### src/hw/aarres_pkg.sv
// Address resolver constants and types
package aarres_pkg;
    // Register byte offsets
    localparam logic [11:0] OFF_BEGIN_TRIGGER = 12'h000;
    localparam logic [11:0] OFF_HALT_TRIGGER = 12'h008;
    localparam logic [11:0] OFF_EVENT_DONE = 12'h100;
    localparam logic [11:0] OFF_EVENT_MATCH = 12'h104;
    localparam logic [11:0] OFF_EVENT_NO_MATCH = 12'h108;
    localparam logic [11:0] OFF_INTERRUPT_SET = 12'h304;
    localparam logic [11:0] OFF_INTERRUPT_DISABLE = 12'h308;
    localparam logic [11:0] OFF_STATUS = 12'h400;
    localparam logic [11:0] OFF_UNIT_ENABLE = 12'h500;
    localparam logic [11:0] OFF_KEY_COUNT = 12'h504;
    localparam logic [11:0] OFF_KEY_TABLE_POINTER = 12'h508;
    localparam logic [11:0] OFF_TARGET_ADDRESS_POINTER = 12'h510;
    localparam logic [11:0] OFF_SCRATCH_AREA_POINTER = 12'h514;

    // Interrupt bits of set and disable
    localparam int BIT_DONE = 0;
    localparam int BIT_MATCH = 1;
    localparam int BIT_NO_MATCH = 2;

    // Field values and reset values
    localparam logic [1:0] UNIT_ENABLE_OFF = 2'h0;
    localparam logic [1:0] UNIT_ENABLE_ON = 2'h3;
    localparam logic [4:0] KEY_COUNT_RESET = 5'h01;
    localparam logic [4:0] KEY_COUNT_MAX = 5'h10;
    localparam logic [31:0] POINTER_RESET = 32'h00000000;
    localparam logic [3:0] STATUS_RESET = 4'h0;
    localparam logic [2:0] INT_MASK_RESET = 3'h0;

    // Memory layout: a key is four words, the address two words
    localparam logic [1:0] KEY_WORDS_LAST = 2'h3;
    localparam logic [31:0] KEY_STRIDE = 32'h00000010;
    localparam logic [31:0] WORD_STRIDE = 32'h00000004;

    // Timing: fixed overhead plus one slot per key checked
    localparam int CLK_MHZ = 200;
    localparam int OVERHEAD_NS = 1000;
    localparam int PER_KEY_NS = 5875;
    localparam int OVERHEAD_CYCLES = (OVERHEAD_NS * CLK_MHZ + 999) / 1000;
    localparam int PER_KEY_CYCLES = (PER_KEY_NS * CLK_MHZ + 999) / 1000;
    localparam int TIMER_W = 12;

    typedef struct packed {
        logic req;
        logic [31:0] addr;
    } aarres_mem_req_t;

    typedef struct packed {
        logic ack;
        logic [31:0] rdata;
    } aarres_mem_rsp_t;

    typedef enum logic [5:0] {
        ST_IDLE = 6'b000001,
        ST_ADDR_LO = 6'b000010,
        ST_ADDR_HI = 6'b000100,
        ST_OVERHEAD = 6'b001000,
        ST_KEY_FETCH = 6'b010000,
        ST_KEY_WAIT = 6'b100000
    } aarres_state_t;
endpackage : aarres_pkg

### src/hw/aarres_top.sv
// Address resolver: Wishbone registers, key walker, interrupts
//
// Function
// [RULE_01] Writing one to interrupt_disable turns that interrupt off; reads show the enables.
// [RULE_02] status reads the index of the key behind the latest match.
// [RULE_03] unit_enable is off at 0 and on at 3, and resets to off.
// [RULE_04] key_count holds 1..16 keys and resets to 1.
// [RULE_05] Keys are fetched from key_table_pointer.
// [RULE_06] The target address is read from target_address_pointer.
// [RULE_07] Software points scratch_area_pointer at three or more bytes.
// [RULE_08] Resolution takes a fixed overhead plus one time slot per key checked.
// [RULE_09] The begin trigger starts resolution and the halt trigger stops it.
// [RULE_10] At the end done rises with either match or no_match, each reading 1.
// [RULE_11] Writing one to interrupt_set enables that interrupt.
// [RULE_12] Keys are tested in order and the first match ends the walk.
//
// Implementation choice: the Wishbone interface to the registers.
`timescale 1ns/1ps
`default_nettype none
module aarres_top #(
    parameter int MAX_KEYS = 16
) (
    input wire logic MCLK_IN,
    input wire logic RST_N_IN,
    input wire logic WB_CYC_IN,
    input wire logic WB_STB_IN,
    input wire logic WB_WE_IN,
    input wire logic [11:0] WB_ADR_IN,
    input wire logic [3:0] WB_SEL_IN,
    input wire logic [31:0] WB_DAT_IN,
    output logic [31:0] WB_DAT_OUT,
    output logic WB_ACK_OUT,
    output logic IRQ_OUT,
    output aarres_pkg::aarres_mem_req_t MEM_REQ_OUT,
    input wire aarres_pkg::aarres_mem_rsp_t MEM_RSP_IN
);
    initial begin
        if (MAX_KEYS != 16) begin
            $error("MAX_KEYS must be 16");
        end
    end

    // Stand-in for the block cipher
    function automatic logic [23:0] fold24(input logic [31:0] w, input logic [23:0] acc);
        fold24 = {acc[22:0], acc[23]} ^ w[23:0] ^ {16'h0000, w[31:24]};
    endfunction : fold24

    function automatic logic hit(input logic [11:0] adr, input logic [11:0] off);
        hit = (adr[11:2] == off[11:2]);
    endfunction : hit

    // Register state
    logic ack;
    logic [31:0] rdata;
    logic [2:0] event_flag;
    logic [2:0] int_mask;
    logic [3:0] status;
    logic [1:0] unit_enable;
    logic [4:0] key_count;
    logic [31:0] key_table_pointer;
    logic [31:0] target_address_pointer;
    logic [31:0] scratch_area_pointer;
    logic next_ack;
    logic [31:0] next_rdata;
    logic [2:0] next_event_flag;
    logic [2:0] next_int_mask;
    logic [3:0] next_status;
    logic [1:0] next_unit_enable;
    logic [4:0] next_key_count;
    logic [31:0] next_key_table_pointer;
    logic [31:0] next_target_address_pointer;
    logic [31:0] next_scratch_area_pointer;

    localparam int TIMER_W_L = aarres_pkg::TIMER_W;
    localparam logic [TIMER_W_L-1:0] OVERHEAD_LOAD = TIMER_W_L'(aarres_pkg::OVERHEAD_CYCLES - 1);
    localparam logic [TIMER_W_L-1:0] PER_KEY_LOAD = TIMER_W_L'(aarres_pkg::PER_KEY_CYCLES - 1);

    // Resolver state
    aarres_pkg::aarres_state_t state;
    aarres_pkg::aarres_state_t next_state;
    logic [TIMER_W_L-1:0] timer;
    logic [TIMER_W_L-1:0] next_timer;
    logic [1:0] word_cnt;
    logic [1:0] next_word_cnt;
    logic [3:0] key_idx;
    logic [3:0] next_key_idx;
    logic [23:0] target_hash;
    logic [23:0] next_target_hash;
    logic [23:0] prand;
    logic [23:0] next_prand;
    logic [23:0] key_acc;
    logic [23:0] next_key_acc;
    logic [31:0] mem_addr;
    logic [31:0] next_mem_addr;
    logic mem_req;
    logic next_mem_req;

    // Bus decode and resolver handshakes
    logic wr;
    logic begin_trigger;
    logic halt_trigger;
    logic done_pulse;
    logic match_pulse;
    logic no_match_pulse;
    logic [3:0] keys_last;

    always_comb begin
        wr = WB_CYC_IN && WB_STB_IN && WB_WE_IN && !ack && WB_SEL_IN[0];
        begin_trigger = wr && hit(WB_ADR_IN, aarres_pkg::OFF_BEGIN_TRIGGER) && WB_DAT_IN[0];
        halt_trigger = wr && hit(WB_ADR_IN, aarres_pkg::OFF_HALT_TRIGGER) && WB_DAT_IN[0];
        // Out-of-range counts are clamped so the walk always ends
        if (key_count == 5'h00) begin
            keys_last = 4'h0;
        end else if (key_count > aarres_pkg::KEY_COUNT_MAX) begin
            keys_last = 4'hf;
        end else begin
            keys_last = 4'(key_count - 5'h01); // [RULE_04]
        end
    end

    // Resolver next state
    always_comb begin
        next_state = state;
        next_timer = timer;
        next_word_cnt = word_cnt;
        next_key_idx = key_idx;
        next_target_hash = target_hash;
        next_prand = prand;
        next_key_acc = key_acc;
        next_mem_addr = mem_addr;
        next_mem_req = mem_req;
        done_pulse = 1'b0;
        match_pulse = 1'b0;
        no_match_pulse = 1'b0;
        if (timer != '0) begin
            next_timer = timer - 1'b1;
        end
        case (state)
            aarres_pkg::ST_IDLE: begin
                if (begin_trigger && unit_enable == aarres_pkg::UNIT_ENABLE_ON) begin // [RULE_03] [RULE_09]
                    next_state = aarres_pkg::ST_ADDR_LO;
                    next_mem_addr = target_address_pointer; // [RULE_06]
                    next_mem_req = 1'b1;
                    next_timer = OVERHEAD_LOAD; // [RULE_08]
                    next_key_idx = 4'h0;
                end
            end
            aarres_pkg::ST_ADDR_LO: begin
                if (MEM_RSP_IN.ack) begin
                    next_target_hash = MEM_RSP_IN.rdata[23:0];
                    next_prand[7:0] = MEM_RSP_IN.rdata[31:24];
                    next_mem_addr = mem_addr + aarres_pkg::WORD_STRIDE;
                    next_state = aarres_pkg::ST_ADDR_HI;
                end
            end
            aarres_pkg::ST_ADDR_HI: begin
                if (MEM_RSP_IN.ack) begin
                    next_prand[23:8] = MEM_RSP_IN.rdata[15:0];
                    next_mem_addr = mem_addr + aarres_pkg::WORD_STRIDE;
                    next_mem_req = 1'b0;
                    next_state = aarres_pkg::ST_OVERHEAD;
                end
            end
            aarres_pkg::ST_OVERHEAD: begin
                if (timer == '0) begin
                    next_state = aarres_pkg::ST_KEY_FETCH;
                    next_mem_addr = key_table_pointer; // [RULE_05]
                    next_mem_req = 1'b1;
                    next_word_cnt = 2'h0;
                    next_key_acc = prand;
                    next_timer = PER_KEY_LOAD; // [RULE_08]
                end
            end
            aarres_pkg::ST_KEY_FETCH: begin
                if (MEM_RSP_IN.ack) begin
                    next_key_acc = fold24(MEM_RSP_IN.rdata, key_acc);
                    next_mem_addr = mem_addr + aarres_pkg::WORD_STRIDE;
                    next_word_cnt = word_cnt + 2'h1;
                    if (word_cnt == aarres_pkg::KEY_WORDS_LAST) begin
                        next_mem_req = 1'b0;
                        next_state = aarres_pkg::ST_KEY_WAIT;
                    end
                end
            end
            aarres_pkg::ST_KEY_WAIT: begin
                // Each key occupies a whole time slot, so total time grows linearly
                if (timer == '0) begin
                    if (key_acc == target_hash) begin // [RULE_12]
                        match_pulse = 1'b1;
                        done_pulse = 1'b1;
                        next_state = aarres_pkg::ST_IDLE;
                    end else if (key_idx == keys_last) begin
                        no_match_pulse = 1'b1;
                        done_pulse = 1'b1;
                        next_state = aarres_pkg::ST_IDLE;
                    end else begin
                        next_key_idx = key_idx + 4'h1;
                        next_word_cnt = 2'h0;
                        next_key_acc = prand;
                        next_mem_req = 1'b1;
                        next_timer = PER_KEY_LOAD; // [RULE_08]
                        next_state = aarres_pkg::ST_KEY_FETCH;
                    end
                end
            end
            default: begin
                next_state = aarres_pkg::ST_IDLE;
                next_mem_req = 1'b0;
            end
        endcase
        // Halt, or disabling the unit, abandons a walk without raising events
        if (state != aarres_pkg::ST_IDLE && (halt_trigger || unit_enable != aarres_pkg::UNIT_ENABLE_ON)) begin // [RULE_09]
            next_state = aarres_pkg::ST_IDLE;
            next_mem_req = 1'b0;
            next_timer = '0;
            done_pulse = 1'b0;
            match_pulse = 1'b0;
            no_match_pulse = 1'b0;
        end
    end

    always_ff @(posedge MCLK_IN or negedge RST_N_IN) begin
        if (!RST_N_IN) begin
            state <= aarres_pkg::ST_IDLE;
            timer <= '0;
            word_cnt <= 2'h0;
            key_idx <= 4'h0;
            target_hash <= 24'h000000;
            prand <= 24'h000000;
            key_acc <= 24'h000000;
            mem_addr <= 32'h00000000;
            mem_req <= 1'b0;
        end else begin
            state <= next_state;
            timer <= next_timer;
            word_cnt <= next_word_cnt;
            key_idx <= next_key_idx;
            target_hash <= next_target_hash;
            prand <= next_prand;
            key_acc <= next_key_acc;
            mem_addr <= next_mem_addr;
            mem_req <= next_mem_req;
        end
    end

    // Register file next state
    always_comb begin
        next_ack = WB_CYC_IN && WB_STB_IN && !ack;
        next_rdata = 32'h00000000;
        next_event_flag = event_flag;
        next_int_mask = int_mask;
        next_status = status;
        next_unit_enable = unit_enable;
        next_key_count = key_count;
        next_key_table_pointer = key_table_pointer;
        next_target_address_pointer = target_address_pointer;
        next_scratch_area_pointer = scratch_area_pointer;
        if (WB_CYC_IN && WB_STB_IN && !ack && !WB_WE_IN) begin
            case (WB_ADR_IN[11:2])
                aarres_pkg::OFF_EVENT_DONE[11:2]: next_rdata = {31'h0, event_flag[aarres_pkg::BIT_DONE]};
                aarres_pkg::OFF_EVENT_MATCH[11:2]: next_rdata = {31'h0, event_flag[aarres_pkg::BIT_MATCH]};
                aarres_pkg::OFF_EVENT_NO_MATCH[11:2]: next_rdata = {31'h0, event_flag[aarres_pkg::BIT_NO_MATCH]};
                aarres_pkg::OFF_INTERRUPT_SET[11:2]: next_rdata = {29'h0, int_mask};
                aarres_pkg::OFF_INTERRUPT_DISABLE[11:2]: next_rdata = {29'h0, int_mask}; // [RULE_01]
                aarres_pkg::OFF_STATUS[11:2]: next_rdata = {28'h0, status}; // [RULE_02]
                aarres_pkg::OFF_UNIT_ENABLE[11:2]: next_rdata = {30'h0, unit_enable};
                aarres_pkg::OFF_KEY_COUNT[11:2]: next_rdata = {27'h0, key_count};
                aarres_pkg::OFF_KEY_TABLE_POINTER[11:2]: next_rdata = key_table_pointer;
                aarres_pkg::OFF_TARGET_ADDRESS_POINTER[11:2]: next_rdata = target_address_pointer;
                aarres_pkg::OFF_SCRATCH_AREA_POINTER[11:2]: next_rdata = scratch_area_pointer;
                default: next_rdata = 32'h00000000;
            endcase
        end
        if (wr) begin
            case (WB_ADR_IN[11:2])
                aarres_pkg::OFF_EVENT_DONE[11:2]: begin
                    if (WB_DAT_IN[0]) next_event_flag[aarres_pkg::BIT_DONE] = 1'b0;
                end
                aarres_pkg::OFF_EVENT_MATCH[11:2]: begin
                    if (WB_DAT_IN[0]) next_event_flag[aarres_pkg::BIT_MATCH] = 1'b0;
                end
                aarres_pkg::OFF_EVENT_NO_MATCH[11:2]: begin
                    if (WB_DAT_IN[0]) next_event_flag[aarres_pkg::BIT_NO_MATCH] = 1'b0;
                end
                aarres_pkg::OFF_INTERRUPT_SET[11:2]: next_int_mask = int_mask | WB_DAT_IN[2:0]; // [RULE_11]
                aarres_pkg::OFF_INTERRUPT_DISABLE[11:2]: next_int_mask = int_mask & ~WB_DAT_IN[2:0]; // [RULE_01]
                aarres_pkg::OFF_UNIT_ENABLE[11:2]: next_unit_enable = WB_DAT_IN[1:0]; // [RULE_03]
                aarres_pkg::OFF_KEY_COUNT[11:2]: next_key_count = WB_DAT_IN[4:0]; // [RULE_04]
                aarres_pkg::OFF_KEY_TABLE_POINTER[11:2]: next_key_table_pointer = WB_DAT_IN; // [RULE_05]
                aarres_pkg::OFF_TARGET_ADDRESS_POINTER[11:2]: next_target_address_pointer = WB_DAT_IN; // [RULE_06]
                aarres_pkg::OFF_SCRATCH_AREA_POINTER[11:2]: next_scratch_area_pointer = WB_DAT_IN;
                default: ;
            endcase
        end
        // Hardware set wins over a clear in the same cycle
        if (done_pulse) next_event_flag[aarres_pkg::BIT_DONE] = 1'b1; // [RULE_10]
        if (match_pulse) next_event_flag[aarres_pkg::BIT_MATCH] = 1'b1; // [RULE_10]
        if (no_match_pulse) next_event_flag[aarres_pkg::BIT_NO_MATCH] = 1'b1; // [RULE_10]
        if (match_pulse) next_status = key_idx; // [RULE_02] [RULE_12]
    end

    always_ff @(posedge MCLK_IN or negedge RST_N_IN) begin
        if (!RST_N_IN) begin
            ack <= 1'b0;
            rdata <= 32'h00000000;
            event_flag <= 3'h0;
            int_mask <= aarres_pkg::INT_MASK_RESET;
            status <= aarres_pkg::STATUS_RESET;
            unit_enable <= aarres_pkg::UNIT_ENABLE_OFF;
            key_count <= aarres_pkg::KEY_COUNT_RESET;
            key_table_pointer <= aarres_pkg::POINTER_RESET;
            target_address_pointer <= aarres_pkg::POINTER_RESET;
            scratch_area_pointer <= aarres_pkg::POINTER_RESET;
        end else begin
            ack <= next_ack;
            rdata <= next_rdata;
            event_flag <= next_event_flag;
            int_mask <= next_int_mask;
            status <= next_status;
            unit_enable <= next_unit_enable;
            key_count <= next_key_count;
            key_table_pointer <= next_key_table_pointer;
            target_address_pointer <= next_target_address_pointer;
            scratch_area_pointer <= next_scratch_area_pointer;
        end
    end

    assign WB_ACK_OUT = ack;
    assign WB_DAT_OUT = rdata;
    assign IRQ_OUT = |(event_flag & int_mask);
    assign MEM_REQ_OUT = '{req: mem_req, addr: mem_addr};
endmodule : aarres_top
`default_nettype wire

### config.mk
export PLATFORM = sky130hd
export DESIGN_NAME = aarres_top
export DESIGN_NICKNAME = d
export VERILOG_FILES = /design/src/hw/aarres_pkg.sv /design/src/hw/aarres_top.sv
export SDC_FILE = /design/constraint.sdc
export NUM_CORES = 1
export LEC_CHECK = 0
export ABC_AREA = 1
export BUFFER_PORTS_ARGS = -buffer_cell sky130_fd_sc_hd__buf_2
export CAP_MARGIN = 20
export CELL_PAD_IN_SITES_DETAIL_PLACEMENT = 0
export CELL_PAD_IN_SITES_GLOBAL_PLACEMENT = 1
export CORE_ASPECT_RATIO = 1.75
export CORE_MARGIN = 3
export CORE_UTILIZATION = 44
export DETAILED_ROUTE_END_ITERATION = 8
export PLACE_DENSITY_LB_ADDON = 0.2
export SKIP_CTS_REPAIR_TIMING = 1
export SYNTH_ARGS = -nofsm -noshare
export SYNTH_HDL_FRONTEND = slang
export SYNTH_SLANG_ARGS = --single-unit
### constraint.sdc
create_clock -name MCLK_IN -period 2.6 [get_ports MCLK_IN]
set_input_delay 0.39 -clock MCLK_IN [delete_from_list [all_inputs] [get_ports MCLK_IN]]
set_output_delay 0.39 -clock MCLK_IN [all_outputs]
set_load 0.02 [all_outputs]
==> Flow_metrics.wiki, run 1 <==
{| class="wikitable"
! Metric !! Value
|-
| Total half-perimeter wirelength after legalization and detailed placement || 28,000 µm
|-
| Number of pins exceeding their max-slew limit in the final report || 0
|-
| Post-synthesis average cell area || 8.22 µm²
|-
| Worst IR drop on VDD || 491 µV
|-
| CTS tree || yes
|-
| Required time at the endpoint of the critical path || 3.05 ns
|-
| Top_reg_cell synth || dfrtp_1
|-
| Count of synthesis-stage warnings from yosys || 0
|-
| Initial Util || 0.450
|-
| Maximum number of buffers from clock root to sink || 3
|-
| Cell at the root of the clock tree || clkbuf_16
|-
| Placer congestion estimate || 0.844
|-
| Number of global-route vias before repair || 11.8k
|-
| Iteration count of the initial detailed-routing pass || 7
|-
| Combinational group share of total power || 0.036
|-
| Final nets || 1,936
|-
| Summed instance area of the synthesized netlist || 13,700 µm²
|-
| Wire length after detailed routing || 38,300 µm
|-
| Remaining global-route overflow || 0
|-
| Number of enable flip-flop cells after synthesis || 0
|-
| Max_slew headroom || 0.509
|-
| Startpoint class of the critical path || register
|-
| Worst Max-Slew Pin Slew || 0.736 ns
|-
| Minimum clock period || 2.29 ns
|-
| Area added between synthesis and finish || 17.3%
|-
| Synthesized instance count || 1,665
|-
| Via density || 5.20
|-
| Total power per unit cell area || 532 nW/µm²
|-
| Arrival @ worst endpoint || 2.74 ns
|-
| Lkg Pwr || 7.94 nW
|-
| Setup tns final || 0 ns
|-
| Chip width || 139 µm
|-
| Count of cell types in the netlist || 49
|-
| Worst Clk Skew || 0.0256 ns
|-
| Core utilization of the finished layout || 0.528
|-
| Net switching share of the total power || 0.215
|-
| Setup-violating endpoint count in the final report || 0
|-
| Site Rows || 84
|-
| Remaining number of nets flagged by the antenna check after routing || 0
|-
| Sequential element share of the synthesized area || 0.503
|-
| Number of filler instances in the final layout || 2,991
|-
| Wire length of the first global-routing pass || 61,900 µm
|-
| Via count || 11.7k
|-
| Category of the critical setup timing path || reg2reg
|-
| Ratio of cells with drive above 1 in the final layout || 0.162
|-
| Number of failing hold endpoints at the final stage || 0
|-
| I/O pin total || 153
|-
| Cell chain of the critical path || inv_1 > ha_1 > inv_1 > nor3_1 > nand4_1 > nor2_1 > nand4_2 > o21ai_0
|-
| Number of DRC markers in iteration 0 || 708
|-
| Net count after synthesis || 1,759
|-
| Most common cell in the synthesized netlist || nand2_1
|-
| Cell Area, Placed || 15,100 µm²
|-
| Y dimension of the die || 239 µm
|-
| Max stage delay cell, worst path || nor2_1
|-
| Non-filler cells in the finished layout || 2,247
|-
| Crit-path max FO || 9
|-
| Fraction of the cycle the final worst path needs || 0.882
|-
| Gr usage total || 0.231
|-
| DRC || 0
|-
| Post-synth ARST share || 1.00
|-
| Cell mode on critical path || inv_1
|-
| Synth area leaders || dfrtp_1, nand2_1, o21ai_0, inv_1, nor2_1
|-
| Die Footprint || 33,300 µm²
|-
| Number of register bits inferred by synthesis || 275
|-
| Clock Sink Count || 275
|-
| Cell taking the most area after synthesis || dfrtp_1
|-
| Antenna violations before repair || 2
|-
| Yosys top cell area share || 0.499
|-
| TritonCTS Buffers || 27
|-
| Internal Pwr Total || 6.70 mW
|-
| Clock edge transition at the registers on the reported setup and hold paths || 0.06 ns
|-
| Seq pwr share || 0.505
|-
| CP peak stage delay || 0.40 ns
|-
| Number of max-cap violations || 0
|-
| Htree depth || 1
|-
| Path type of the worst min-delay path || in2reg
|-
| Leading post-synthesis cells by instance count || nand2_1, dfrtp_1, o21ai_0
|-
| Clock network latency to the later pin of the worst-skew pair || 0.56 ns
|-
| Clock network fraction of total power || 0.460
|-
| Post-route cell area || 16,000 µm²
|-
| Total Power Consumption || 8.53 mW
|-
| Largest net degree at the start of global routing || 87
|-
| Average wire per cell in the routed design || 17.0 µm
|-
| Core area || 30,400 µm²
|-
| Net switching power of the design || 1.84 mW
|-
| RSZ-0062 raised after global routing || no
|-
| Instance count after placement with tap cells included || 2,199
|-
| Type of destination of the critical path || register
|-
| Maximum operating frequency || 0.436 GHz
|-
| Status || complete, no violations
|-
| Number of port buffers || 147
|}
## path summary, 6_finish.rpt
check / end / depth (start not counted) / slack (ns) / from
setup / recovery: status[1] / 8 / 0.31 / timer[0]
hold / removal: prand[22] / 3 / 0.09 / MEM_RSP_IN[14]
setup reg to reg: status[1] / 8 / 0.31 / timer[0]
hold reg to reg: WB_ACK_OUT / 1 / 0.47 / WB_ACK_OUT
max in group asynchronous: WB_DAT_OUT[22] / 3 / 1.32 / RST_N_IN
min in group asynchronous: scratch_area_pointer[14] / 2 / 0.41 / RST_N_IN
## layout by cell type (no fill, tap or decap), types with 9 or more instances in the layout
cell type | synthesis | layout
nor3_1 | 18 | 18
inv_1 | 180 | 180
buf_2 | 11 | 146
o21ai_0 | 200 | 200
a21oi_1 | 22 | 22
nor2_1 | 124 | 124
nor4_1 | 9 | 9
mux2_2 | 25 | 25
nand2_1 | 450 | 447
o21ai_1 | 17 | 17
buf_4 | 4 | 51
clkbuf_16 | 0 | 27
nand3_1 | 61 | 61
a31oi_1 | 34 | 34
nand4_1 | 25 | 25
xor2_1 | 24 | 24
dfrtp_1 | 273 | 273
a22oi_1 | 22 | 22
xnor2_1 | 38 | 38
## sequential cells by signal, indices dropped and copies added, names as in the netlist, 5 cells and up, named ones only
signal                  cells
key_acc                    24
WB_DAT_OUT                 32
mem_addr                   32
target_hash                24
key_count                   5
prand                      24
target_address_pointer     32
key_table_pointer          32
scratch_area_pointer       32
state                       6
timer                      12
## area by class of cell
type                    count  area (µm²)  share of cell area
diodes                      1        2.50            0.000156
inverters                 188         708              0.0441
flip-flops and latches    275        6880               0.429
clock buffers              40         795              0.0495
well taps                 387         484              0.0302
clock inverters             6        83.8             0.00523
multi-input cells        1145        5820               0.363
repair buffers            205        1260              0.0785
## power by group through the flow
stage          logic, mW  registers, mW  clock network, mW
2_1_floorplan     0.0899           4.39                  0
3_3_place_gp       0.310           4.38                  0
3_5_place_dp       0.313           4.39                  0
4_1_cts            0.315           4.31               4.04
5_1_grt            0.349           4.30               4.23
6_report           0.305           4.31               3.92
## cells by family after synthesis
logic type,share of synthesized area
and+or+nand+nor,0.218
AOI/OAI and AO/OA,0.137
DFF,0.503
buffers and inverters,0.0715
xor gates and xnor gates,0.0397
muxes,0.0228
adders and majority gates,0.00732
## layer usage
layer | track usage | share of wire | wire [µm] | vias to the layer above
li1 | - | - | - | 5790
met1 | 0.261 | 0.38 | 14500 | 5592
met2 | 0.440 | 0.54 | 20800 | 236
met3 | 0.0274 | 0.041 | 1550 | 70
met4 | 0.0864 | 0.035 | 1360 | 4
met5 | 0 | 0.00055 | 21 | -
## worst max-delay path: cells and delay by family, from the launching register on
| kind | cells | cell delay [ns] |
|---|---|---|
| buffers and inverters | 2 | 0.24 |
| AO/OA/AOI/OAI | 1 | 0.24 |
| flip-flops | 1 | 0.39 |
| AND/OR/NAND/NOR | 4 | 1.12 |
| adder cells (fa/ha/maj) | 1 | 0.21 |
## metrics by stage
step           hold slack, ns  worst slack (ns)
3_3_place_gp            0.448             0.177
6_report               0.0887             0.307
5_1_grt                0.0750            0.0516
3_5_place_dp            0.453             0.115
4_1_cts                -0.126             0.114
2_1_floorplan          0.0944             0.520
No activity file was read; power rests on OpenSTA's default activity.
==> inputs of run 2 (changes only) <==
Settings changed: CAP_MARGIN 20 to 25, CORE_MARGIN 3 to 2.
==> run 2 against run 1 <==
Count of clock-buffer cells in the layout increased by 6. Sequential power about the same. Critical path depth increased by 2. Design area about the same. Total power increased by 0.41%. Largest cell class unchanged. Largest power group unchanged.
==> Flow_metrics.wiki, run 2 (same netlist as run 1, synthesis figures left out) <==
{| class="wikitable"
! Metric !! Value
|-
| Max_slew headroom || 0.532 (was 0.509)
|-
| Cell Area, Placed || 15,100 µm² (about the same)
|-
| Wire length after detailed routing || 38,800 µm (was 38,300 µm)
|-
| Average wire per cell in the routed design || 17.3 µm (was 17.0 µm)
|-
| Largest net degree at the start of global routing || 61 (was 87)
|-
| Path type of the worst min-delay path || in2reg (unchanged)
|-
| TritonCTS Buffers || 27 (unchanged)
|-
| Iteration count of the initial detailed-routing pass || 6 (was 7)
|-
| Worst IR drop on VDD || 510 µV (was 491 µV)
|-
| Required time at the endpoint of the critical path || 3.02 ns (was 3.05 ns)
|-
| Core utilization of the finished layout || 0.522 (was 0.528)
|-
| Number of DRC markers in iteration 0 || 546 (was 708)
|-
| RSZ-0062 raised after global routing || yes (was no)
|-
| Internal Pwr Total || 6.72 mW (was 6.70 mW)
|-
| Type of destination of the critical path || register (unchanged)
|-
| Category of the critical setup timing path || reg2reg (unchanged)
|-
| Combinational group share of total power || 0.035 (was 0.036)
|-
| Gr usage total || 0.244 (was 0.231)
|-
| Net switching share of the total power || 0.216 (was 0.215)
|-
| Cell at the root of the clock tree || clkbuf_16 (unchanged)
|-
| CTS tree || yes (unchanged)
|-
| Net switching power of the design || 1.85 mW (was 1.84 mW)
|-
| Die Footprint || 32,600 µm² (was 33,300 µm²)
|-
| Crit-path max FO || 9 (unchanged)
|-
| Remaining global-route overflow || 0 (unchanged)
|-
| Minimum clock period || 2.44 ns (was 2.29 ns)
|-
| Ratio of cells with drive above 1 in the final layout || 0.160 (was 0.162)
|-
| Total half-perimeter wirelength after legalization and detailed placement || 28,200 µm (was 28,000 µm)
|-
| Number of port buffers || 147 (unchanged)
|-
| Commonest cells after routing, fill and taps aside || nand2_1, dfrtp_1, o21ai_0, inv_1, buf_2 (unchanged)
|-
| Setup-violating endpoint count in the final report || 0 (unchanged)
|-
| Status || complete, no violations (unchanged)
|-
| Total power per unit cell area || 534 nW/µm² (was 532 nW/µm²)
|-
| Clock network latency to the later pin of the worst-skew pair || 0.54 ns (was 0.56 ns)
|-
| Cell chain of the critical path || nor2_2 > inv_2 > nor2_2 > nand3_1 > inv_1 > nand2_1 > nor2_1 > nand4_2 > nand2_1 > o21ai_0 (was inv_1 > ha_1 > inv_1 > nor3_1 > nand4_1 > nor2_1 > nand4_2 > o21ai_0)
|-
| Worst Clk Skew || 0.0104 ns (was 0.0256 ns)
|-
| Number of failing hold endpoints at the final stage || 0 (unchanged)
|-
| Wire length of the first global-routing pass || 61,900 µm (about the same)
|-
| Arrival @ worst endpoint || 2.85 ns (was 2.74 ns)
|-
| Maximum operating frequency || 0.411 GHz (was 0.436 GHz)
|-
| Fraction of the cycle the final worst path needs || 0.937 (was 0.882)
|-
| Destination of the worst register-to-register timing path || status[1] (unchanged)
|-
| Clock Sink Count || 275 (unchanged)
|-
| Most frequent standard cell in the layout excluding fill and tap cells || nand2_1 (unchanged)
|-
| Number of pins exceeding their max-slew limit in the final report || 0 (unchanged)
|-
| Final nets || 1,930 (was 1,936)
|-
| R2r setup slk || 0.16 ns (was 0.31 ns)
|-
| Clock edge transition at the registers on the reported setup and hold paths || 0.06 ns (about the same)
|-
| Maximum number of buffers from clock root to sink || 3 (unchanged)
|-
| Y dimension of the die || 237 µm (was 239 µm)
|-
| Hold Path Stages || 3 (unchanged)
|-
| Max stage delay cell, worst path || dfrtp_1 (was nor2_1)
|-
| Via count || 11.8k (was 11.7k)
|-
| Number of max-cap violations || 0 (unchanged)
|-
| CP peak stage delay || 0.41 ns (was 0.40 ns)
|-
| Origin of the critical flop-to-flop path || state[1] (was timer[0])
|-
| Number of global-route vias before repair || 11.9k (was 11.8k)
|-
| Via density || 5.23 (was 5.20)
|-
| Area added between synthesis and finish || 17.4% (was 17.3%)
|-
| Htree depth || 1 (unchanged)
|-
| DRC || 0 (unchanged)
|-
| Post-route cell area || 16,100 µm² (was 16,000 µm²)
|-
| I/O pin total || 153 (unchanged)
|-
| Count of cells along the worst register-to-register path || 10 (was 8)
|-
| Lkg Pwr || 7.93 nW (was 7.94 nW)
|-
| Site Rows || 85 (was 84)
|-
| Placer congestion estimate || 0.862 (was 0.844)
|-
| Initial Util || 0.445 (was 0.450)
|-
| Worst Max-Slew Pin Slew || 0.696 ns (was 0.736 ns)
|-
| Clock network fraction of total power || 0.462 (was 0.460)
|-
| Core area || 30,700 µm² (was 30,400 µm²)
|-
| Total Power Consumption || 8.57 mW (was 8.53 mW)
|-
| Antenna violations before repair || 2 (unchanged)
|-
| Remaining number of nets flagged by the antenna check after routing || 0 (unchanged)
|-
| Endpoint of the worst hold-timing path || prand[22] (unchanged)
|-
| Startpoint class of the critical path || register (unchanged)
|-
| Chip width || 137 µm (was 139 µm)
|-
| Startpoint of the lowest-slack hold path || MEM_RSP_IN[14] (unchanged)
|-
| Seq pwr share || 0.503 (was 0.505)
|}
==> run 2: final cells by class <==
type,instances,area [µm²]
flip-flops and latches,275,6880
diodes,1,2.50
clock buffers,46,857
well taps,391,489
multi-input cells,1145,5820
clock inverters,2,35.0
repair buffers,199,1250
fillers,3030,14700
inverters,188,711
==> run 2: through the flow <==
step	cells	hold WS (ns)	TNS, ns	setup WS (ns)
floorplan	1665	0.0944	0	0.520
global placement	2197	0.358	0	0.0852
detailed placement	2197	0.360	0	0.0472
CTS	2245	-0.221	0	0.0293
global route	2246	0.0959	-0.0206	-0.00797
finish	2247	0.101	0	0.165
==> run 2: power groups by stage <==
| stage | combinational, mW | clock, mW | sequential, mW |
|---|---|---|---|
| after global routing | 0.350 | 4.20 | 4.31 |
| after CTS | 0.313 | 4.05 | 4.31 |
| after global placement | 0.308 | 0 | 4.38 |
| final | 0.303 | 3.96 | 4.31 |
| after floorplan | 0.0899 | 0 | 4.39 |
| after detailed placement | 0.311 | 0 | 4.39 |
==> run 2: worst max path at each step <==
stage,from,endpoint,slack [ns],cells past startpoint
after global routing,key_count[0],key_acc[6],-0.008,16
after detailed placement,key_count[0],key_acc[21],0.05,15
final,state[1],status[1],0.16,10
after floorplan,key_count[0],key_acc[2],0.52,17
after global placement,WB_CYC_IN,status[0],0.09,13
after CTS,key_count[0],key_acc[21],0.03,15
==> run 2: critical path: cells and delay by family (launching register included) <==
kind / cells / cell delay (ns)
and+or+nand+nor: 7 / 1.45
AOI/OAI and AO/OA: 1 / 0.09
buffers and inverters: 2 / 0.33
DFF: 1 / 0.41
==> run 2: layer usage <==
layer / vias up / share of wire / GRT usage
met5: - / 0.00033 / 0
met1: 5618 / 0.37 / 0.262
li1: 5782 / - / -
met2: 267 / 0.53 / 0.455
met3: 90 / 0.041 / 0.0303
met4: 2 / 0.058 / 0.129
==> inputs of run 3 (changes only) <==
Settings changed: BUFFER_PORTS_ARGS -buffer_cell sky130_fd_sc_hd__buf_2 to default, CORE_UTILIZATION 44 to 48, DONT_BUFFER_PORTS from default to 1.
==> run 3 against run 2 <==
The run now ends with negative hold slack left. Critical endpoint is now key_acc[14]. Cell count decreased by 6.0%. Worst hold slack got worse by 0.56 ns. Core utilization is 3.1 points higher. Sequential share of layout area increased by 1.6 points. Sequential power about the same. Largest cell class unchanged. Worst setup slack improved by 0.049 ns. Largest power group unchanged. Global-route usage is 0.88 points higher. Fmax rose by 2.1%. Clock power hardly changed.
==> Flow_metrics.wiki, run 3 (same netlist as run 1, synthesis figures left out) <==
{| class="wikitable"
! Metric !! Value
|-
| Cell mode on critical path || nand2_1
|-
| Non-filler cells in the finished layout || 2,113 (was 2,247)
|-
| Die Footprint || 29,900 µm² (was 32,600 µm²)
|-
| R2r setup slk || 0.21 ns (was 0.16 ns)
|-
| Origin of the critical flop-to-flop path || key_count[0] (was state[1])
|-
| Commonest cells after routing, fill and taps aside || nand2_1, dfrtp_1, o21ai_0, inv_1, nor2_1 (was nand2_1, dfrtp_1, o21ai_0, inv_1, buf_2)
|-
| Total half-perimeter wirelength after legalization and detailed placement || 26,600 µm (was 28,200 µm)
|-
| Max stage delay cell, worst path || dfstp_2 (was dfrtp_1)
|-
| Instance count after placement with tap cells included || 2,041 (was 2,197)
|-
| Fraction of the cycle the final worst path needs || 0.918 (was 0.937)
|-
| Critical path's top delay family || simple AND/OR/NAND/NOR gates (unchanged)
|-
| Setup-violating endpoint count in the final report || 0 (unchanged)
|-
| Worst hold margin || -0.461 ns (was 0.101 ns)
|-
| TritonCTS Buffers || 26 (was 27)
|-
| RSZ-0062 raised after global routing || no (was yes)
|-
| Type of destination of the critical path || register (unchanged)
|-
| Startpoint class of the critical path || register (unchanged)
|-
| Via count || 11.3k (was 11.8k)
|-
| Final nets || 1,815 (was 1,930)
|-
| Site Rows || 81 (was 85)
|-
| Number of pins exceeding their max-slew limit in the final report || 0 (unchanged)
|-
| Gr usage total || 0.253 (was 0.244)
|-
| Crit-path max FO || 36 (was 9)
|-
| Required time at the endpoint of the critical path || 3.07 ns (was 3.02 ns)
|-
| Clock Sink Count || 275 (unchanged)
|-
| Metal-1 WL || 14,000 µm (was 14,200 µm)
|-
| Number of port buffers || 0 (was 147)
|-
| Most frequent standard cell in the layout excluding fill and tap cells || nand2_1 (unchanged)
|-
| Number of filler instances in the final layout || 2,684 (was 3,030)
|-
| Number of max-cap violations || 0 (unchanged)
|-
| Category of the critical setup timing path || reg2reg (unchanged)
|-
| Ratio of cells with drive above 1 in the final layout || 0.0920 (was 0.160)
|-
| Htree depth || 1 (unchanged)
|-
| Violated checks || negative hold slack
|-
| Count of cells along the worst register-to-register path || 15 (was 10)
|-
| Worst Max-Slew Pin Slew || 0.689 ns (was 0.696 ns)
|-
| Cell chain of the critical path || inv_1 > ha_1 > nand2_1 > nand2_1 > nand2_1 > nand3_1 > nand3_1 > nor2_1 > nand2_1 > nand2_1 > nand2_1 > nand2_2 > inv_4 > nand2_1 > o21ai_1 (was nor2_2 > inv_2 > nor2_2 > nand3_1 > inv_1 > nand2_1 > nor2_1 > nand4_2 > nand2_1 > o21ai_0)
|-
| Wire length of the first global-routing pass || 59,600 µm (was 61,900 µm)
|-
| Clock edge transition at the registers on the reported setup and hold paths || 0.06 ns (about the same)
|-
| Worst slack, placed || 0.0423 ns (was 0.0472 ns)
|-
| DRC || 0 (unchanged)
|-
| Status || finished with violations (was complete, no violations)
|-
| Number of global-route vias before repair || 11.2k (was 11.9k)
|-
| Core area || 28,000 µm² (was 30,700 µm²)
|-
| Max_slew headroom || 0.536 (was 0.532)
|-
| Sequential cell area || 6880 µm² (unchanged)
|-
| Wire length after detailed routing || 38,100 µm (was 38,800 µm)
|-
| Average wire per cell in the routed design || 18.0 µm (was 17.3 µm)
|-
| CP peak stage delay || 0.55 ns (was 0.41 ns)
|-
| I/O pin total || 153 (unchanged)
|-
| CTS tree || yes (unchanged)
|-
| Largest net degree at the start of global routing || 276 (was 61)
|-
| Smallest setup slack after layout || 0.214 ns (was 0.165 ns)
|-
| Initial Util || 0.489 (was 0.445)
|-
| Top Metal Used || met4 (was met5)
|-
| Wire length on met3 || 1650 µm (was 1600 µm)
|-
| Met2 routed WL || 20,900 µm (was 20,800 µm)
|-
| Setup tns final || 0 ns (unchanged)
|-
| Multi-input gate area || 5830 µm² (was 5820 µm²)
|-
| Iteration count of the initial detailed-routing pass || 5 (was 6)
|-
| Lkg Pwr || 7.38 nW (was 7.93 nW)
|-
| Total Power Consumption || 8.44 mW (was 8.57 mW)
|-
| Maximum number of buffers from clock root to sink || 3 (unchanged)
|-
| Minimum clock period || 2.39 ns (was 2.44 ns)
|-
| Combined buffer and inverter count along the critical path || 2 (unchanged)
|-
| Chip width || 132 µm (was 137 µm)
|-
| Y dimension of the die || 227 µm (was 237 µm)
|-
| Maximum operating frequency || 0.419 GHz (was 0.411 GHz)
|-
| Arrival @ worst endpoint || 2.86 ns (was 2.85 ns)
|-
| Worst IR drop on VDD || 444 µV (was 510 µV)
|-
| Via density || 5.36 (was 5.23)
|-
| Total power per unit cell area || 545 nW/µm² (was 534 nW/µm²)
|-
| Worst Clk Skew || 0.0120 ns (was 0.0104 ns)
|-
| Area added between synthesis and finish || 13.2% (was 17.4%)
|-
| Remaining number of nets flagged by the antenna check after routing || 0 (unchanged)
|-
| Remaining global-route overflow || 0 (unchanged)
|-
| Placer congestion estimate || 0.820 (was 0.862)
|-
| # diodes || 0 (was 1)
|-
| Antenna violations before repair || 0 (was 2)
|-
| Path type of the worst min-delay path || in2async (was in2reg)
|-
| Clock network latency to the later pin of the worst-skew pair || 0.55 ns (was 0.54 ns)
|-
| Number of DRC markers in iteration 0 || 613 (was 546)
|-
| Critical path depth || 15 (was 10)
|-
| Cell at the root of the clock tree || clkbuf_16 (unchanged)
|-
| Destination of the worst register-to-register timing path || key_acc[14] (was status[1])
|-
| Number of failing hold endpoints at the final stage || 277 (was 0)
|}
==> run 3: cell count changes in the layout (fill, tap and decap cells not counted), moves of 6 or more <==
cell and delta:
dlygate4sd3_1 +24, buf_12 -7, clkbuf_8 -7, clkinv_2 +6, buf_4 +16, buf_2 -146
==> run 3: worst reg2reg max path, delay by kind of cell (launching register included) <==
| family | cells | cell delay (ns) |
|---|---|---|
| flops | 1 | 0.55 |
| simple gates | 11 | 1.04 |
| compound gates | 1 | 0.09 |
| buf+inv | 2 | 0.40 |
| fa+ha+maj | 1 | 0.23 |
==> run 3: worst max-delay path by stage <==
stage | slack, ns | endpoint | startpoint
after floorplan | 0.52 | key_acc[2] | key_count[0]
after global placement | 0.13 | key_acc[17] | key_count[0]
after detailed placement | 0.04 | key_acc[14] | key_count[0]
after CTS | 0.03 | key_acc[14] | key_count[0]
after global routing | 0.004 | key_acc[21] | key_count[0]
final | 0.21 | key_acc[14] | key_count[0]
==> run 3: final cells by class <==
| type | count | share of cell area |
|---|---|---|
| inverters | 188 | 0.0457 |
| repair buffers | 85 | 0.0468 |
| flip-flops and latches | 275 | 0.444 |
| clock buffers | 37 | 0.0486 |
| well taps | 373 | 0.0301 |
| multi-input cells | 1145 | 0.376 |
| clock inverters | 10 | 0.00808 |
==> run 3: routing by layer <==
metal	vias to the layer above	track usage
li1	5556	-
met3	78	0.0367
met4	0	0.121
met1	5441	0.273
met5	-	0
met2	255	0.483
==> run 3: where the power goes <==
group	switching (mW)	internal (mW)	total, mW
Combinational	0.0887	0.0686	0.157
Clock	1.67	2.31	3.98
Sequential	0.00929	4.30	4.31
==> run 3: stage by stage <==
| step | utilization | area, µm² |
|---|---|---|
| after floorplan | - | 13700 |
| after global placement | 0.513 | 14400 |
| after detailed placement | 0.513 | 14400 |
| after CTS | 0.545 | 15200 |
| after global routing | 0.554 | 15500 |
| final | 0.554 | 15500 |
